==> src/include/mqwps_pkg.sv <==
package mqwps_pkg;
  // Widths and counts
  localparam int DATA_W        = 36;
  localparam int ADDR_W        = 5;
  localparam int QSEL_W        = 2;
  localparam int DEV_W         = 3;
  localparam int NUM_Q         = 4;
  localparam int NUM_DEV       = 8;
  localparam int QSEL_LSB      = 0;
  localparam int DEV_LSB       = 2;
  localparam int ENTRY_W       = DATA_W + QSEL_W;

  // Queue storage
  localparam int QDEPTH        = 16;
  localparam int PTR_W         = 4;
  localparam int CNT_W         = 5;
  localparam logic [CNT_W-1:0] AF_LEVEL  = 5'h0c;
  localparam logic [CNT_W-1:0] FULL_LVL  = 5'h10;

  // Timing
  localparam int CLK_PERIOD_NS = 8;
  localparam int SEL_LATENCY   = 2;

  // Reset values
  localparam logic [QSEL_W-1:0] QSEL_RST = 2'h0;
  localparam logic [DEV_W-1:0]  DEV_RST  = 3'h0;

  // Queue selection pipeline
  typedef enum logic [0:0] {
    MQWPS_SEL_IDLE = 1'b0,
    MQWPS_SEL_PEND = 1'b1
  } mqwps_sel_e;
endpackage

==> src/core/mqwps_top.sv <==
module mqwps_top (
  // Clock and reset
  input  wire logic                          clk,
  input  wire logic                          rst,
  // Straps and modes
  input  wire logic [mqwps_pkg::DEV_W-1:0]   device_id_strap,
  input  wire logic                          flag_mode_polled,
  input  wire logic                          serial_program_done,
  // Write port
  input  wire logic                          write_queue_addr_strobe,
  input  wire logic [mqwps_pkg::ADDR_W-1:0]  write_queue_addr_bus,
  input  wire logic                          flag_device_strobe,
  input  wire logic                          write_en_n,
  input  wire logic [mqwps_pkg::DATA_W-1:0]  din,
  // Flag outputs
  output logic [mqwps_pkg::NUM_Q-1:0]        almost_full_flag_bus_n,
  output logic                               almost_full_flag_oe,
  output logic                               full_flag_out_n,
  output logic                               flag_bus_sync,
  // Expansion
  input  wire logic                          expansion_token_in,
  output logic                               expansion_token_out,
  // Drain port
  input  wire logic                          rd_en,
  input  wire logic [mqwps_pkg::QSEL_W-1:0]  rd_queue,
  output logic [mqwps_pkg::DATA_W-1:0]       rd_data,
  output logic                               rd_valid
);
  import mqwps_pkg::*;

  logic [DEV_W-1:0]               dev_id_q;
  mqwps_sel_e                     state_q;
  logic [QSEL_W-1:0]              pend_qsel_q;
  logic                           pend_hit_q;
  logic [QSEL_W-1:0]              cur_qsel_q;
  logic                           cur_sel_q;
  logic [DEV_W-1:0]               flag_dev_q;
  logic [DEV_W-1:0]               poll_ptr_q;
  logic [QSEL_W-1:0]              addr_qsel;
  logic [DEV_W-1:0]               addr_dev;
  logic                           addr_match;
  logic                           sel_take;
  logic                           flag_take;
  logic                           wr_fire;
  logic                           skid_ready;
  logic                           buf_valid;
  logic                           buf_ready;
  logic [ENTRY_W-1:0]             buf_data;
  logic [NUM_Q-1:0][CNT_W-1:0]    q_count;
  logic [NUM_Q-1:0]               af_vec;
  logic [NUM_Q-1:0]               full_vec;
  logic                           own_slot;

  // Address fields
  assign addr_qsel  = write_queue_addr_bus[QSEL_LSB +: QSEL_W];
  assign addr_dev   = write_queue_addr_bus[DEV_LSB +: DEV_W];
  assign addr_match = (addr_dev == dev_id_q);

  // Queue selection is blocked while programming is in progress, flag selection in polled mode
  assign sel_take  = write_queue_addr_strobe & ~serial_program_done;
  assign flag_take = flag_device_strobe & ~flag_mode_polled;

  // Device ID strap caught while reset is held
  always_ff @(posedge clk) begin
    if (rst) begin
      dev_id_q <= device_id_strap;
    end
  end

  // Selection pipeline state
  always_ff @(posedge clk) begin
    if (rst) begin
      state_q <= MQWPS_SEL_IDLE;
    end else begin
      case (state_q)
        MQWPS_SEL_IDLE: begin
          state_q <= sel_take ? MQWPS_SEL_PEND : MQWPS_SEL_IDLE;
        end
        MQWPS_SEL_PEND: begin
          state_q <= sel_take ? MQWPS_SEL_PEND : MQWPS_SEL_IDLE;
        end
        default: begin
          state_q <= MQWPS_SEL_IDLE;
        end
      endcase
    end
  end

  // Pending selection from the selecting edge
  always_ff @(posedge clk) begin
    if (rst) begin
      pend_qsel_q <= QSEL_RST;
      pend_hit_q  <= 1'b0;
    end else if (sel_take) begin
      pend_qsel_q <= addr_qsel;
      pend_hit_q  <= addr_match;
    end
  end

  // Active write queue, updated one edge after selection
  always_ff @(posedge clk) begin
    if (rst) begin
      cur_qsel_q <= QSEL_RST;
      cur_sel_q  <= 1'b0;
    end else if (state_q == MQWPS_SEL_PEND) begin
      cur_qsel_q <= pend_qsel_q;
      cur_sel_q  <= pend_hit_q;
    end
  end

  // Write into buffer path
  assign wr_fire = ~write_en_n & cur_sel_q;

  mqwps_skid #(
    .W (ENTRY_W)
  ) u_skid (
    .clk     (clk),
    .rst     (rst),
    .s_valid (wr_fire),
    .s_ready (skid_ready),
    .s_data  ({cur_qsel_q, din}),
    .m_valid (buf_valid),
    .m_ready (buf_ready),
    .m_data  (buf_data)
  );

  mqwps_mem u_mem (
    .clk      (clk),
    .rst      (rst),
    .wr_valid (buf_valid),
    .wr_ready (buf_ready),
    .wr_queue (buf_data[ENTRY_W-1 -: QSEL_W]),
    .wr_data  (buf_data[DATA_W-1:0]),
    .rd_en    (rd_en),
    .rd_queue (rd_queue),
    .rd_data  (rd_data),
    .rd_valid (rd_valid),
    .q_count  (q_count)
  );

  // Per-queue level flags
  genvar i;
  generate
    for (i = 0; i < NUM_Q; i++) begin : g_flags
      assign af_vec[i]   = (q_count[i] >= AF_LEVEL);
      assign full_vec[i] = (q_count[i] == FULL_LVL);
    end
  endgenerate

  // Full flag for the active queue, also when buffer stalls
  always_ff @(posedge clk) begin
    if (rst) begin
      full_flag_out_n <= 1'b1;
    end else begin
      full_flag_out_n <= ~(cur_sel_q & (full_vec[cur_qsel_q] | ~skid_ready));
    end
  end

  // Direct mode flag device select
  always_ff @(posedge clk) begin
    if (rst) begin
      flag_dev_q <= DEV_RST;
    end else if (flag_take) begin
      flag_dev_q <= addr_dev;
    end
  end

  // Polled mode device slot counter, realigned by the token
  always_ff @(posedge clk) begin
    if (rst) begin
      poll_ptr_q <= DEV_RST;
    end else if (!flag_mode_polled) begin
      poll_ptr_q <= DEV_RST;
    end else if (expansion_token_in) begin
      poll_ptr_q <= dev_id_q;
    end else begin
      poll_ptr_q <= poll_ptr_q + 3'h1;
    end
  end

  assign own_slot = flag_mode_polled ? (poll_ptr_q == dev_id_q) : (flag_dev_q == dev_id_q);

  // Registered flag bus and expansion outputs
  always_ff @(posedge clk) begin
    if (rst) begin
      almost_full_flag_bus_n <= '1;
      almost_full_flag_oe    <= 1'b0;
      flag_bus_sync          <= 1'b0;
      expansion_token_out    <= 1'b0;
    end else begin
      almost_full_flag_bus_n <= ~af_vec;
      almost_full_flag_oe    <= own_slot;
      flag_bus_sync          <= flag_mode_polled & (poll_ptr_q == DEV_RST);
      expansion_token_out    <= flag_mode_polled & own_slot;
    end
  end

  // Checks
  a_sel_latency: assert property (@(posedge clk) disable iff (rst)
    (sel_take && addr_match) |-> ##2 (cur_sel_q && cur_qsel_q == $past(addr_qsel, 2)))
    else $error("new queue not active two edges after selection");

  a_old_queue_hold: assert property (@(posedge clk) disable iff (rst)
    (sel_take && state_q == MQWPS_SEL_IDLE) |=> ($stable(cur_qsel_q) && $stable(cur_sel_q)))
    else $error("queue changed too early after selection");

  a_mismatch_desel: assert property (@(posedge clk) disable iff (rst)
    (sel_take && !addr_match) |-> ##2 !cur_sel_q)
    else $error("device stayed selected with foreign id");

  a_unsel_ignore: assert property (@(posedge clk) disable iff (rst)
    (!cur_sel_q && !buf_valid) |=> !buf_valid)
    else $error("write accepted while not selected");

  a_write_store: assert property (@(posedge clk) disable iff (rst)
    (!write_en_n && cur_sel_q && skid_ready) |=> buf_valid)
    else $error("enabled write not buffered");

  a_wen_free_sel: assert property (@(posedge clk) disable iff (rst)
    (sel_take && write_en_n) |=> state_q == MQWPS_SEL_PEND)
    else $error("selection lost with write enable high");

  a_prog_block: assert property (@(posedge clk) disable iff (rst)
    (serial_program_done && state_q == MQWPS_SEL_IDLE) |=> state_q == MQWPS_SEL_IDLE)
    else $error("selection taken during programming");

  a_flag_direct: assert property (@(posedge clk) disable iff (rst)
    (flag_take && addr_dev == dev_id_q) ##1 !flag_mode_polled |=> almost_full_flag_oe)
    else $error("flag bus not driven after device strobe");

  a_poll_sync: assert property (@(posedge clk) disable iff (rst)
    (flag_mode_polled && poll_ptr_q == DEV_RST) |=> flag_bus_sync)
    else $error("sync marker missing in polled mode");

  a_token_align: assert property (@(posedge clk) disable iff (rst)
    (flag_mode_polled && expansion_token_in) |=> (poll_ptr_q == dev_id_q || !flag_mode_polled))
    else $error("token did not realign slot counter");

  a_full_stall: assert property (@(posedge clk) disable iff (rst)
    (cur_sel_q && !skid_ready) |=> !full_flag_out_n)
    else $error("full flag not raised on stall");

  a_addr_latch: assert property (@(posedge clk) disable iff (rst)
    sel_take |=> (pend_qsel_q == $past(addr_qsel)))
    else $error("queue address not latched on strobe");

  a_id_latch: assert property (@(posedge clk) disable iff (rst)
    sel_take |=> (pend_hit_q == $past(addr_match)))
    else $error("device match not latched on strobe");

  a_sel_keep_idle: assert property (@(posedge clk) disable iff (rst)
    (!sel_take && state_q == MQWPS_SEL_IDLE) |=> ($stable(cur_qsel_q) && $stable(cur_sel_q)))
    else $error("write queue changed without selection");

  a_unsel_full_high: assert property (@(posedge clk) disable iff (rst)
    !cur_sel_q |=> full_flag_out_n)
    else $error("full flag low while not selected");

  a_full_level: assert property (@(posedge clk) disable iff (rst)
    (cur_sel_q && full_vec[cur_qsel_q]) |=> !full_flag_out_n)
    else $error("full flag missing at full queue");

  a_af_bus_reg: assert property (@(posedge clk) disable iff (rst)
    1'b1 |=> (almost_full_flag_bus_n == ~$past(af_vec)))
    else $error("almost full bus not registered");

  a_flag_capture: assert property (@(posedge clk) disable iff (rst)
    flag_take |=> (flag_dev_q == $past(addr_dev)))
    else $error("flag device not captured");

  a_flag_other: assert property (@(posedge clk) disable iff (rst)
    (!flag_mode_polled && flag_dev_q != dev_id_q) |=> !almost_full_flag_oe)
    else $error("flag bus driven for other device");

  a_poll_step: assert property (@(posedge clk) disable iff (rst)
    (flag_mode_polled && !expansion_token_in) |=> (poll_ptr_q == $past(poll_ptr_q) + 3'h1))
    else $error("slot counter did not step");

  a_sync_only_zero: assert property (@(posedge clk) disable iff (rst)
    (!flag_mode_polled || poll_ptr_q != DEV_RST) |=> !flag_bus_sync)
    else $error("sync marker outside slot zero");

  a_token_own: assert property (@(posedge clk) disable iff (rst)
    (flag_mode_polled && poll_ptr_q == dev_id_q) |=> expansion_token_out)
    else $error("token out missing in own slot");

  a_token_direct: assert property (@(posedge clk) disable iff (rst)
    !flag_mode_polled |=> !expansion_token_out)
    else $error("token out in direct mode");
endmodule // mqwps_top

==> src/core/mqwps_skid.sv <==
module mqwps_skid #(
  parameter int W = mqwps_pkg::ENTRY_W
) (
  // Clock and reset
  input  wire logic         clk,
  input  wire logic         rst,
  // Filling side
  input  wire logic         s_valid,
  output logic              s_ready,
  input  wire logic [W-1:0] s_data,
  // Draining side
  output logic              m_valid,
  input  wire logic         m_ready,
  output logic [W-1:0]      m_data
);
  import mqwps_pkg::*;

  logic [W-1:0] slot_q [2];
  logic         wp_q;
  logic         rp_q;
  logic [1:0]   cnt_q;
  logic         push;
  logic         pop;

  assign s_ready = (cnt_q != 2'h2);
  assign m_valid = (cnt_q != 2'h0);
  assign m_data  = slot_q[rp_q];
  assign push    = s_valid & s_ready;
  assign pop     = m_valid & m_ready;

  always_ff @(posedge clk) begin
    if (push) begin
      slot_q[wp_q] <= s_data;
    end
  end

  always_ff @(posedge clk) begin
    if (rst) begin
      wp_q  <= 1'b0;
      rp_q  <= 1'b0;
      cnt_q <= 2'h0;
    end else begin
      if (push) begin
        wp_q <= ~wp_q;
      end
      if (pop) begin
        rp_q <= ~rp_q;
      end
      cnt_q <= cnt_q + 2'(push) - 2'(pop);
    end
  end
endmodule // mqwps_skid

==> src/core/mqwps_mem.sv <==
module mqwps_mem (
  // Clock and reset
  input  wire logic                             clk,
  input  wire logic                             rst,
  // Write side
  input  wire logic                             wr_valid,
  output logic                                  wr_ready,
  input  wire logic [mqwps_pkg::QSEL_W-1:0]     wr_queue,
  input  wire logic [mqwps_pkg::DATA_W-1:0]     wr_data,
  // Drain side
  input  wire logic                             rd_en,
  input  wire logic [mqwps_pkg::QSEL_W-1:0]     rd_queue,
  output logic [mqwps_pkg::DATA_W-1:0]          rd_data,
  output logic                                  rd_valid,
  // Occupancy
  output logic [mqwps_pkg::NUM_Q-1:0][mqwps_pkg::CNT_W-1:0] q_count
);
  import mqwps_pkg::*;

  logic [DATA_W-1:0]           store_q [NUM_Q*QDEPTH];
  logic [NUM_Q-1:0][PTR_W-1:0] wptr_q;
  logic [NUM_Q-1:0][PTR_W-1:0] rptr_q;
  logic [NUM_Q-1:0][CNT_W-1:0] cnt_q;
  logic                        wr_do;
  logic                        rd_do;

  assign q_count  = cnt_q;
  assign wr_ready = (cnt_q[wr_queue] != FULL_LVL);
  assign wr_do    = wr_valid & wr_ready;
  assign rd_do    = rd_en & (cnt_q[rd_queue] != '0);

  genvar i;
  generate
    for (i = 0; i < NUM_Q; i++) begin : g_queue
      logic inc;
      logic dec;
      assign inc = wr_do & (wr_queue == QSEL_W'(i));
      assign dec = rd_do & (rd_queue == QSEL_W'(i));
      always_ff @(posedge clk) begin
        if (rst) begin
          wptr_q[i] <= '0;
          rptr_q[i] <= '0;
          cnt_q[i]  <= '0;
        end else begin
          wptr_q[i] <= wptr_q[i] + PTR_W'(inc);
          rptr_q[i] <= rptr_q[i] + PTR_W'(dec);
          cnt_q[i]  <= cnt_q[i] + CNT_W'(inc) - CNT_W'(dec);
        end
      end
    end
  endgenerate

  always_ff @(posedge clk) begin
    if (wr_do) begin
      store_q[{wr_queue, wptr_q[wr_queue]}] <= wr_data;
    end
  end

  always_ff @(posedge clk) begin
    if (rst) begin
      rd_data  <= '0;
      rd_valid <= 1'b0;
    end else begin
      rd_valid <= rd_do;
      if (rd_do) begin
        rd_data <= store_q[{rd_queue, rptr_q[rd_queue]}];
      end
    end
  end
endmodule // mqwps_mem

==> config.mk <==
export PLATFORM = sky130hd
export DESIGN_NAME = mqwps_top
export DESIGN_NICKNAME = d
export VERILOG_FILES = /design/src/include/mqwps_pkg.sv /design/src/core/mqwps_top.sv /design/src/core/mqwps_skid.sv /design/src/core/mqwps_mem.sv
export SDC_FILE = /design/constraint.sdc
export NUM_CORES = 2
export LEC_CHECK = 0
export BUFFER_PORTS_ARGS = -buffer_cell sky130_fd_sc_hd__buf_2
export CORE_ASPECT_RATIO = 1.4
export CORE_UTILIZATION = 40
export CTS_BUF_LIST = sky130_fd_sc_hd__clkbuf_4
export DETAILED_ROUTE_END_ITERATION = 16
export GPL_ROUTABILITY_DRIVEN = 0
export PLACE_DENSITY_LB_ADDON = 0.05
export SYNTH_ARGS = -nofsm -noshare
export SYNTH_HDL_FRONTEND = slang
export SYNTH_SLANG_ARGS = --single-unit
==> constraint.sdc <==
create_clock -name clk -period 5.9 [get_ports clk]
set_input_delay 1.77 -clock clk [delete_from_list [all_inputs] [get_ports clk]]
set_output_delay 1.77 -clock clk [all_outputs]
set_load 0.01 [all_outputs]
Word level (Yosys, flattened, before mapping)
Memory sizes are Yosys's and may differ from the RTL's. A register that Yosys moved wholly into a read port is not among the register bits.
Cells that the tools add are included.
{ "op_classes": {"n_addsub": 19, "n_lt_le_gt_ge": 7, "n_eq_ne": 15, "mux": 19, "bitwise_logic": 26, "reduce_logical": 6} }
{ "ops": {"columns": ["operator", "n"], "rows": [
  ["$add 4x1->4", 8],
  ["$add 5x1->5", 4],
  ["$bmux 5 s2", 2],
  ["$eq 5x5->1 const B", 4],
  ["$ge 5x4->1 const B", 4],
  ["$sub 5x1->5", 4],
  ["$and 1x1->1", 17],
  ["$bmux 4 s2", 2],
  ["$mux 5", 2],
  ["$eq 3x3->1", 3],
  ["$lt 2x3->1 const B", 3],
  ["$mux 1", 9],
  ["$eq 2x2->1 const B", 4],
  ["$mux 4", 2],
  ["$not 1->1", 7],
  ["$ne 5x5->1 const B", 1],
  ["$reduce_bool 5->1", 1],
  ["$eq 2x1->1 const B", 2],
  ["$logic_not 2->1", 2],
  ["$not 4->4", 1],
  ["$add 3x1->3 const B", 1],
  ["$logic_not 3->1", 1],
  ["$mux 3", 1],
  ["$add 2x1->2", 1],
  ["other kinds (6)", 6]
]} }
{ "word_totals": {"ff_bits": 81, "mem_bits_rw": 2380, "in_bits": 55, "output_inout_bits": 45, "wordCells": 123, "memories": 2} }
{ "memory_table": {"columns": ["name", "depth", "width", "read_ports", "rd_clocked_by_memory_dff", "write_ports", "line", "text"], "rows": [
  ["u_mem.store_q", 64, 36, 1, 1, 1, "mqwps_mem.sv:20", "logic [DATA_W-1:0] store_q [NUM_Q*QDEPTH];"],
  ["u_skid.slot_q", 2, 38, 1, 1, 1, "mqwps_skid.sv:18", "logic [W-1:0] slot_q [2];"]
]} }

Logic depth before layout (Yosys ltp)
{ "logic_depth": {"ltp_word": 7, "ltp_mapped": 18, "mapped_depth_nobuf": 15} }

Cells and area by module
A second synthesis with hierarchy kept.
{ "unflattened": {"cells_unflattened": 6232, "hier_area_um2": 98111.6} }
{ "by_module_without_submodules": {"columns": ["module", "n_inst", "cells_each", "area_per_inst_um2", "seq_area_each_um2"], "rows": [
  ["mqwps_mem", 1, 5994, 94055.2, 70968.1],
  ["mqwps_skid", 1, 142, 3056.7, 2382.3],
  ["mqwps_top", 1, 96, 999.7, 510.5]
]} }

Least setup slack after synthesis
Ideal clock, no wire load.
{ "synth_path": {"path_type": "input to register", "startpoint": "input rd_queue[1] (netlist bit)", "endpoint": "register u_mem.cnt_q, in the netlist u_mem.q_count[14]", "setup_time_ns": 0.128, "arrival_time_ns": 4.705, "t_required_ns": 5.772, "path_slack_ns": 1.068, "stages": 18, "n_path_buf": 5, "cell_sequence": "buf_6 > buf_2 > nor4b_1 > a221oi_1 > o21a_1 > buf_2 > buf_2 > buf_1 > and3_1 > ha_1 > inv_1 > ha_1 > fa_1 > a21oi_1 > nor2_1 > nor2_1 > xor2_1 > nor2_1"} }
{ "synth_between": {"elab_chain_len": 6, "word_cells_on_any_way": 7, "classes_between": "add/sub: 1; eq/ne: 1; mux: 2; bitwise: 2; reduce/logical: 1"} }
{ "synth_lines": {"columns": ["element", "line", "text"], "rows": [
  ["from (decl)", "mqwps_top.sv:25", "input wire logic [mqwps_pkg::QSEL_W-1:0] rd_queue,"],
  ["$bmux 5 s2", "mqwps_mem.sv:30", "assign rd_do = rd_en & (cnt_q[rd_queue] != '0);"],
  ["$mux 5 (not written as such)", "mqwps_mem.sv:30", null],
  ["$reduce_bool 5->1", "mqwps_mem.sv:30", null],
  ["$and 1x1->1", "mqwps_mem.sv:30", null],
  ["$and 1x1->1 *", "mqwps_mem.sv:38", "assign dec = rd_do & (rd_queue == QSEL_W'(i));"],
  ["$sub 5x1->5 *", "mqwps_mem.sv:47", "cnt_q[i] <= cnt_q[i] + CNT_W'(inc) - CNT_W'(dec);"],
  ["to (signal, indexed assignment)", "mqwps_mem.sv:47", null],
  ["to (decl)", "mqwps_mem.sv:23", "logic [NUM_Q-1:0][CNT_W-1:0] cnt_q;"]
]} }
Every way passes the cells marked *; elsewhere a longest branch is shown, timed or not. The select of a mux whose other input is x is not followed.
A chain may end at the register's enable or synchronous reset.

Worst setup path in the final report
{ "layout_path": {"startpoint": "input rd_queue[0] (netlist bit)", "endpoint": "register u_mem.rd_data[8] (netlist bit), read port of u_mem.store_q"} }
{ "layout_between": {"elab_chain_len": 4, "word_cells_on_any_way": 6, "classes_between": "mux: 4; bitwise: 1; reduce/logical: 1"} }
{ "layout_lines": {"columns": ["element", "line", "text"], "rows": [
  ["$bmux 5 s2", "mqwps_mem.sv:30", null],
  ["$mux 5 (not written as such)", "mqwps_mem.sv:30", null],
  ["$reduce_bool 5->1", "mqwps_mem.sv:30", null],
  ["$and 1x1->1", "mqwps_mem.sv:30", null],
  ["to (decl)", "mqwps_mem.sv:13", "output logic [mqwps_pkg::DATA_W-1:0] rd_data,"]
]} }
Parallel ways exist; a longest one is shown, timed or not. The select of a mux whose other input is x is not followed.

==> impl_results.md <==
- Initial antenna violation count: 21
- Post-CTS Setup Repair Bufs: 0
- Int Pwr: slightly below 0.03 W
- Power Density: 350 nW/um^2
- Combinational share of power: a little over a tenth
- Sink Count: 2498
- Max frequency: 224 MHz
- Final wirelength: 303 mm
- Crit Path Max Fanout: 44
- Hpwl dp: ~180 mm
- CP startpoint kind: input pin
- Critical Path End: u_mem.rd_data[8]$_SDFFE_PP0P_
- Nets@finish: 6473
- Total GRT Usage: 24.4%
- CP endpoint kind: flop
- Root Driver: clkbuf_4
- Die Wd: 420 um
- Die area: 247000 um^2
- Resized cells post-CTS: 0
- Pre-CTS setup slack: 128 ps
- Residual DRC count: 0
- Vias in the first global route: 57.0k
- Adder-cell area share of the yosys netlist: 0.733%
- Total grt overflow: 0
- Die Ht: 588 um
- Worst R2R Path Depth: 10
- Number of flops mapped to enable cells by yosys: 2383
- CP Class: input pin to flop
- Delay-heaviest family, CP: multiplexers
- RSZ-0062 raised after global routing: no
- Netlist cell types: 61
- CTS tree: built
- DR iter-0 viols: 4152
- CP required: ~7100 ps
- TNS Setup: 0 ps
- Hold Path Class: flop to flop
- Layout cells sized above 1: 26.7%
- Total CTS buffers: 635
- Outcome: finished, final reports clean
- Synth top area share: roughly three quarters
- MaxCap Viol Count: 0
- Core area: 243000 um^2
- Pre-Repair DR Iteration Count: 5
- Pin count of the biggest net entering global routing: 73
- Max clock buf depth: 4
- Final cell count without fillers: 10.1k
- WP depth: 10
- Largest area contributor in the netlist: edfxtp_1
- # fillers: 21.6k
- Post-synthesis compound-gate area fraction: under 10%
- Slew Viols, Final: 0
- Largest family of logic cells by synthesized area: multiplexers
- Clock-pin slew on the worst setup and hold paths: 60 ps
- Starting Density: 40.3%
- Via-to-Cell Ratio: 5.48
- Power consumption: approximately 0.04 W
- Hold_buf cts: 0
- Synthesized area: 97900 um^2
- Least-Margin Pin Slew: around 1300 ps
- Clk_skew: between 100 and 150 ps
- Buffers on Ports: 99
- Number of H-tree levels: 6
- Crit path max-delay cell type: mux4_4
- Clk pwr share: 37.4%
- End of the worst register-to-register path: u_mem.store_q[11][35]$_DFFE_PP_
- Synth Area per Inst: approximately 17 um^2
- Sequential power share: 51.8%
- Multiplexer share of the synthesized area: between 10% and 20%
- DRT antenna net count: 0
- Leak pwr: 37.1 nW
- Synth Area in Simple Gates: 4.80%
- Minimum clock period: around 4500 ps
- NetSw: 0.0102 W
- Final worst-path cycle share: 75.7%
- Top FF cell, synth: edfxtp_1
- Synth-to-layout area growth: 15.3%
- Setup ws final: 1430 ps
- Syn_nets: around 5.7k
- Placed Instances: 8966
- Critical path data arrival time: 5700 ps
- DR WL/cell: about 30 um
- Cells after Synth: 5610
- WP buf/inv: 3
- CP peak stage delay: 1040 ps
- Warnings, synthesis: 0
- Worst setup path startpoint: rd_queue[0]
- Synthesis-stage register bit count: around 2.5k
- Sw frac: 25.8%
- Cell Chain, Critical Path: buf_2 -> mux4_4 -> buf_12 -> mux2i_1 -> mux2i_1 -> a211oi_1 -> buf_4 -> nand4_1 -> a211oi_1 -> nor4_1
- DR vias: 55.2k
- Seq/Total Area, Yosys: 75.4%
- Flop2flop setup slack: 1910 ps
- Fin. Hold Viols: 0
- Worst-Skew Late Latency: 1400 ps
- IO Count: 100
- Slew margin rel.: 15.9%
- Maximum VDD drop: 0.183 mV
- Row cnt: between 200 and 250
- First-pass GRT wire length: around 420 mm
- Synth area leaders: edfxtp_1 (73%), mux2i_1 (5.4%), mux4_2 (4.3%), dfxtp_1 (2.4%), a211oi_1 (1.8%)
- Finish-stage setup viols: 0
- Synth Area in XOR/XNOR: less than 1%
- Asr flop ratio synth: 0%
-- worst register-to-register path, cell delays in order, from the launching register on --
cell and delay [ps]:
dfxtp_2 380, mux2i_1 210, buf_4 220, or4_1 150, a21oi_1 90, a211oi_1 210
buf_4 180, and3_1 520, nand2_1 580, nor2_4 680, buf_4 400
-- per-stage QoR --
stage	hold WS [ps]	util (%)	cell area (um^2)
floorplan	391	-	97900
global placement	416	43.1	105000
detailed placement	418	43.1	105000
CTS	423	46.4	113000
global route	445	46.4	113000
finish	432	46.4	113000
-- power groups by stage --
stage / clock (W) / sequential [W] / combinational (W)
after floorplan: 0 / 0.0208 / 0.00222
after global placement: 0 / 0.0209 / 0.00430
final: 0.0148 / 0.0205 / 0.00429
after detailed placement: 0 / 0.0209 / 0.00436
after CTS: 0.0152 / 0.0205 / 0.00437
after global routing: 0.0161 / 0.0205 / 0.00458
-- cells in the final DEF, fill, tap and decap left out, types with 18 or more instances in the layout --
cell type     n
nand4_1      40
nand3_1      57
a221oi_2     28
mux4_2      186
buf_2        97
nor4_1       32
clkbuf_4    956
a22oi_1     117
a211oi_1    236
o211a_1      28
inv_1        65
nor2_1      140
mux2i_1     526
a2111oi_0    63
buf_12       57
clkinv_1     86
a32oi_1      29
xnor2_1      27
dfxtp_1     114
ha_1         51
o22ai_1      29
mux2_2       46
edfxtp_1   2383
buf_4       303
nand2_1     379
nor2b_1     206
inv_2        18
a21oi_1     128
a22o_1       30
o21ai_1      28
nor2_4       69
a31oi_1      84
-- how the worst min path moves through the flow --
| stage | cells past startpoint | slack, ps | end | startpoint |
|---|---|---|---|---|
| floorplan | 1 | 390 | full_flag_out_n$_SDFF_PP1_ | cur_sel_q$_SDFFE_PP0P_ |
| global placement | 1 | 420 | full_flag_out_n$_SDFF_PP1_ | cur_sel_q$_SDFFE_PP0P_ |
| detailed placement | 1 | 420 | full_flag_out_n$_SDFF_PP1_ | cur_sel_q$_SDFFE_PP0P_ |
| CTS | 1 | 420 | dev_id_q[0]$_DFFE_PP_ | device_id_strap[0] |
| global route | 1 | 440 | full_flag_out_n$_SDFF_PP1_ | cur_sel_q$_SDFFE_PP0P_ |
| finish | 1 | 430 | full_flag_out_n$_SDFF_PP1_ | cur_sel_q$_SDFFE_PP0P_ |
-- synthesized netlist by cell type (30+ instances only) --
cell type,n
a2111oi_0,63
nor2_1,209
clkbuf_1,168
edfxtp_1,2383
nand3_1,57
a21oi_1,128
a211oi_1,236
a22o_1,30
dfxtp_1,115
a31oi_1,84
inv_1,66
ha_1,51
nor2b_1,208
a22oi_1,117
nand4_1,40
mux2_2,49
nand2_1,380
mux4_2,189
mux2i_1,527
buf_2,119
nor4_1,32
-- per-layer routing --
| metal | global-route usage, % | part of all wire [%] | vias to the layer above |
|---|---|---|---|
| met5 | 0 | 0.0043 | - |
| met4 | 8.52 | 3.0 | 2 |
| met3 | 3.85 | 4.4 | 456 |
| met2 | 43.3 | 52 | 1542 |
| met1 | 30.0 | 40 | 28900 |
| li1 | - | - | 24200 |
-- area by class of cell --
type | instances | area, um^2 | share of cell area (%)
clock buffer | 956 | 7180 | 6.36
antenna | 10 | 25.0 | 0.0222
inverter | 66 | 248 | 0.219
sequential | 2498 | 73900 | 65.4
clock inverter | 129 | 805 | 0.713
timing repair buffer | 457 | 3900 | 3.46
tap | 3240 | 4050 | 3.59
multi-input combinational | 2705 | 22800 | 20.2
-- kinds of logic after synthesis --
kind of cell    Yosys count
flops                  2498
simple gates            993
compound gates          852
mux                     765
buf+inv                 407
fa+ha+maj                55
xor+xnor                 40
-- sequential cells by signal (all words and copies together) (netlist names), 4 cells and up, named ones only --
signal                  cells
almost_full_flag_bus_n      4
u_mem.q_count              20
u_mem.rd_data              36
u_mem.rptr_q               16
u_mem.store_q            2304
u_mem.wptr_q               16
u_skid.slot_q              76
Note: power is estimated with default switching activity, not from simulation.
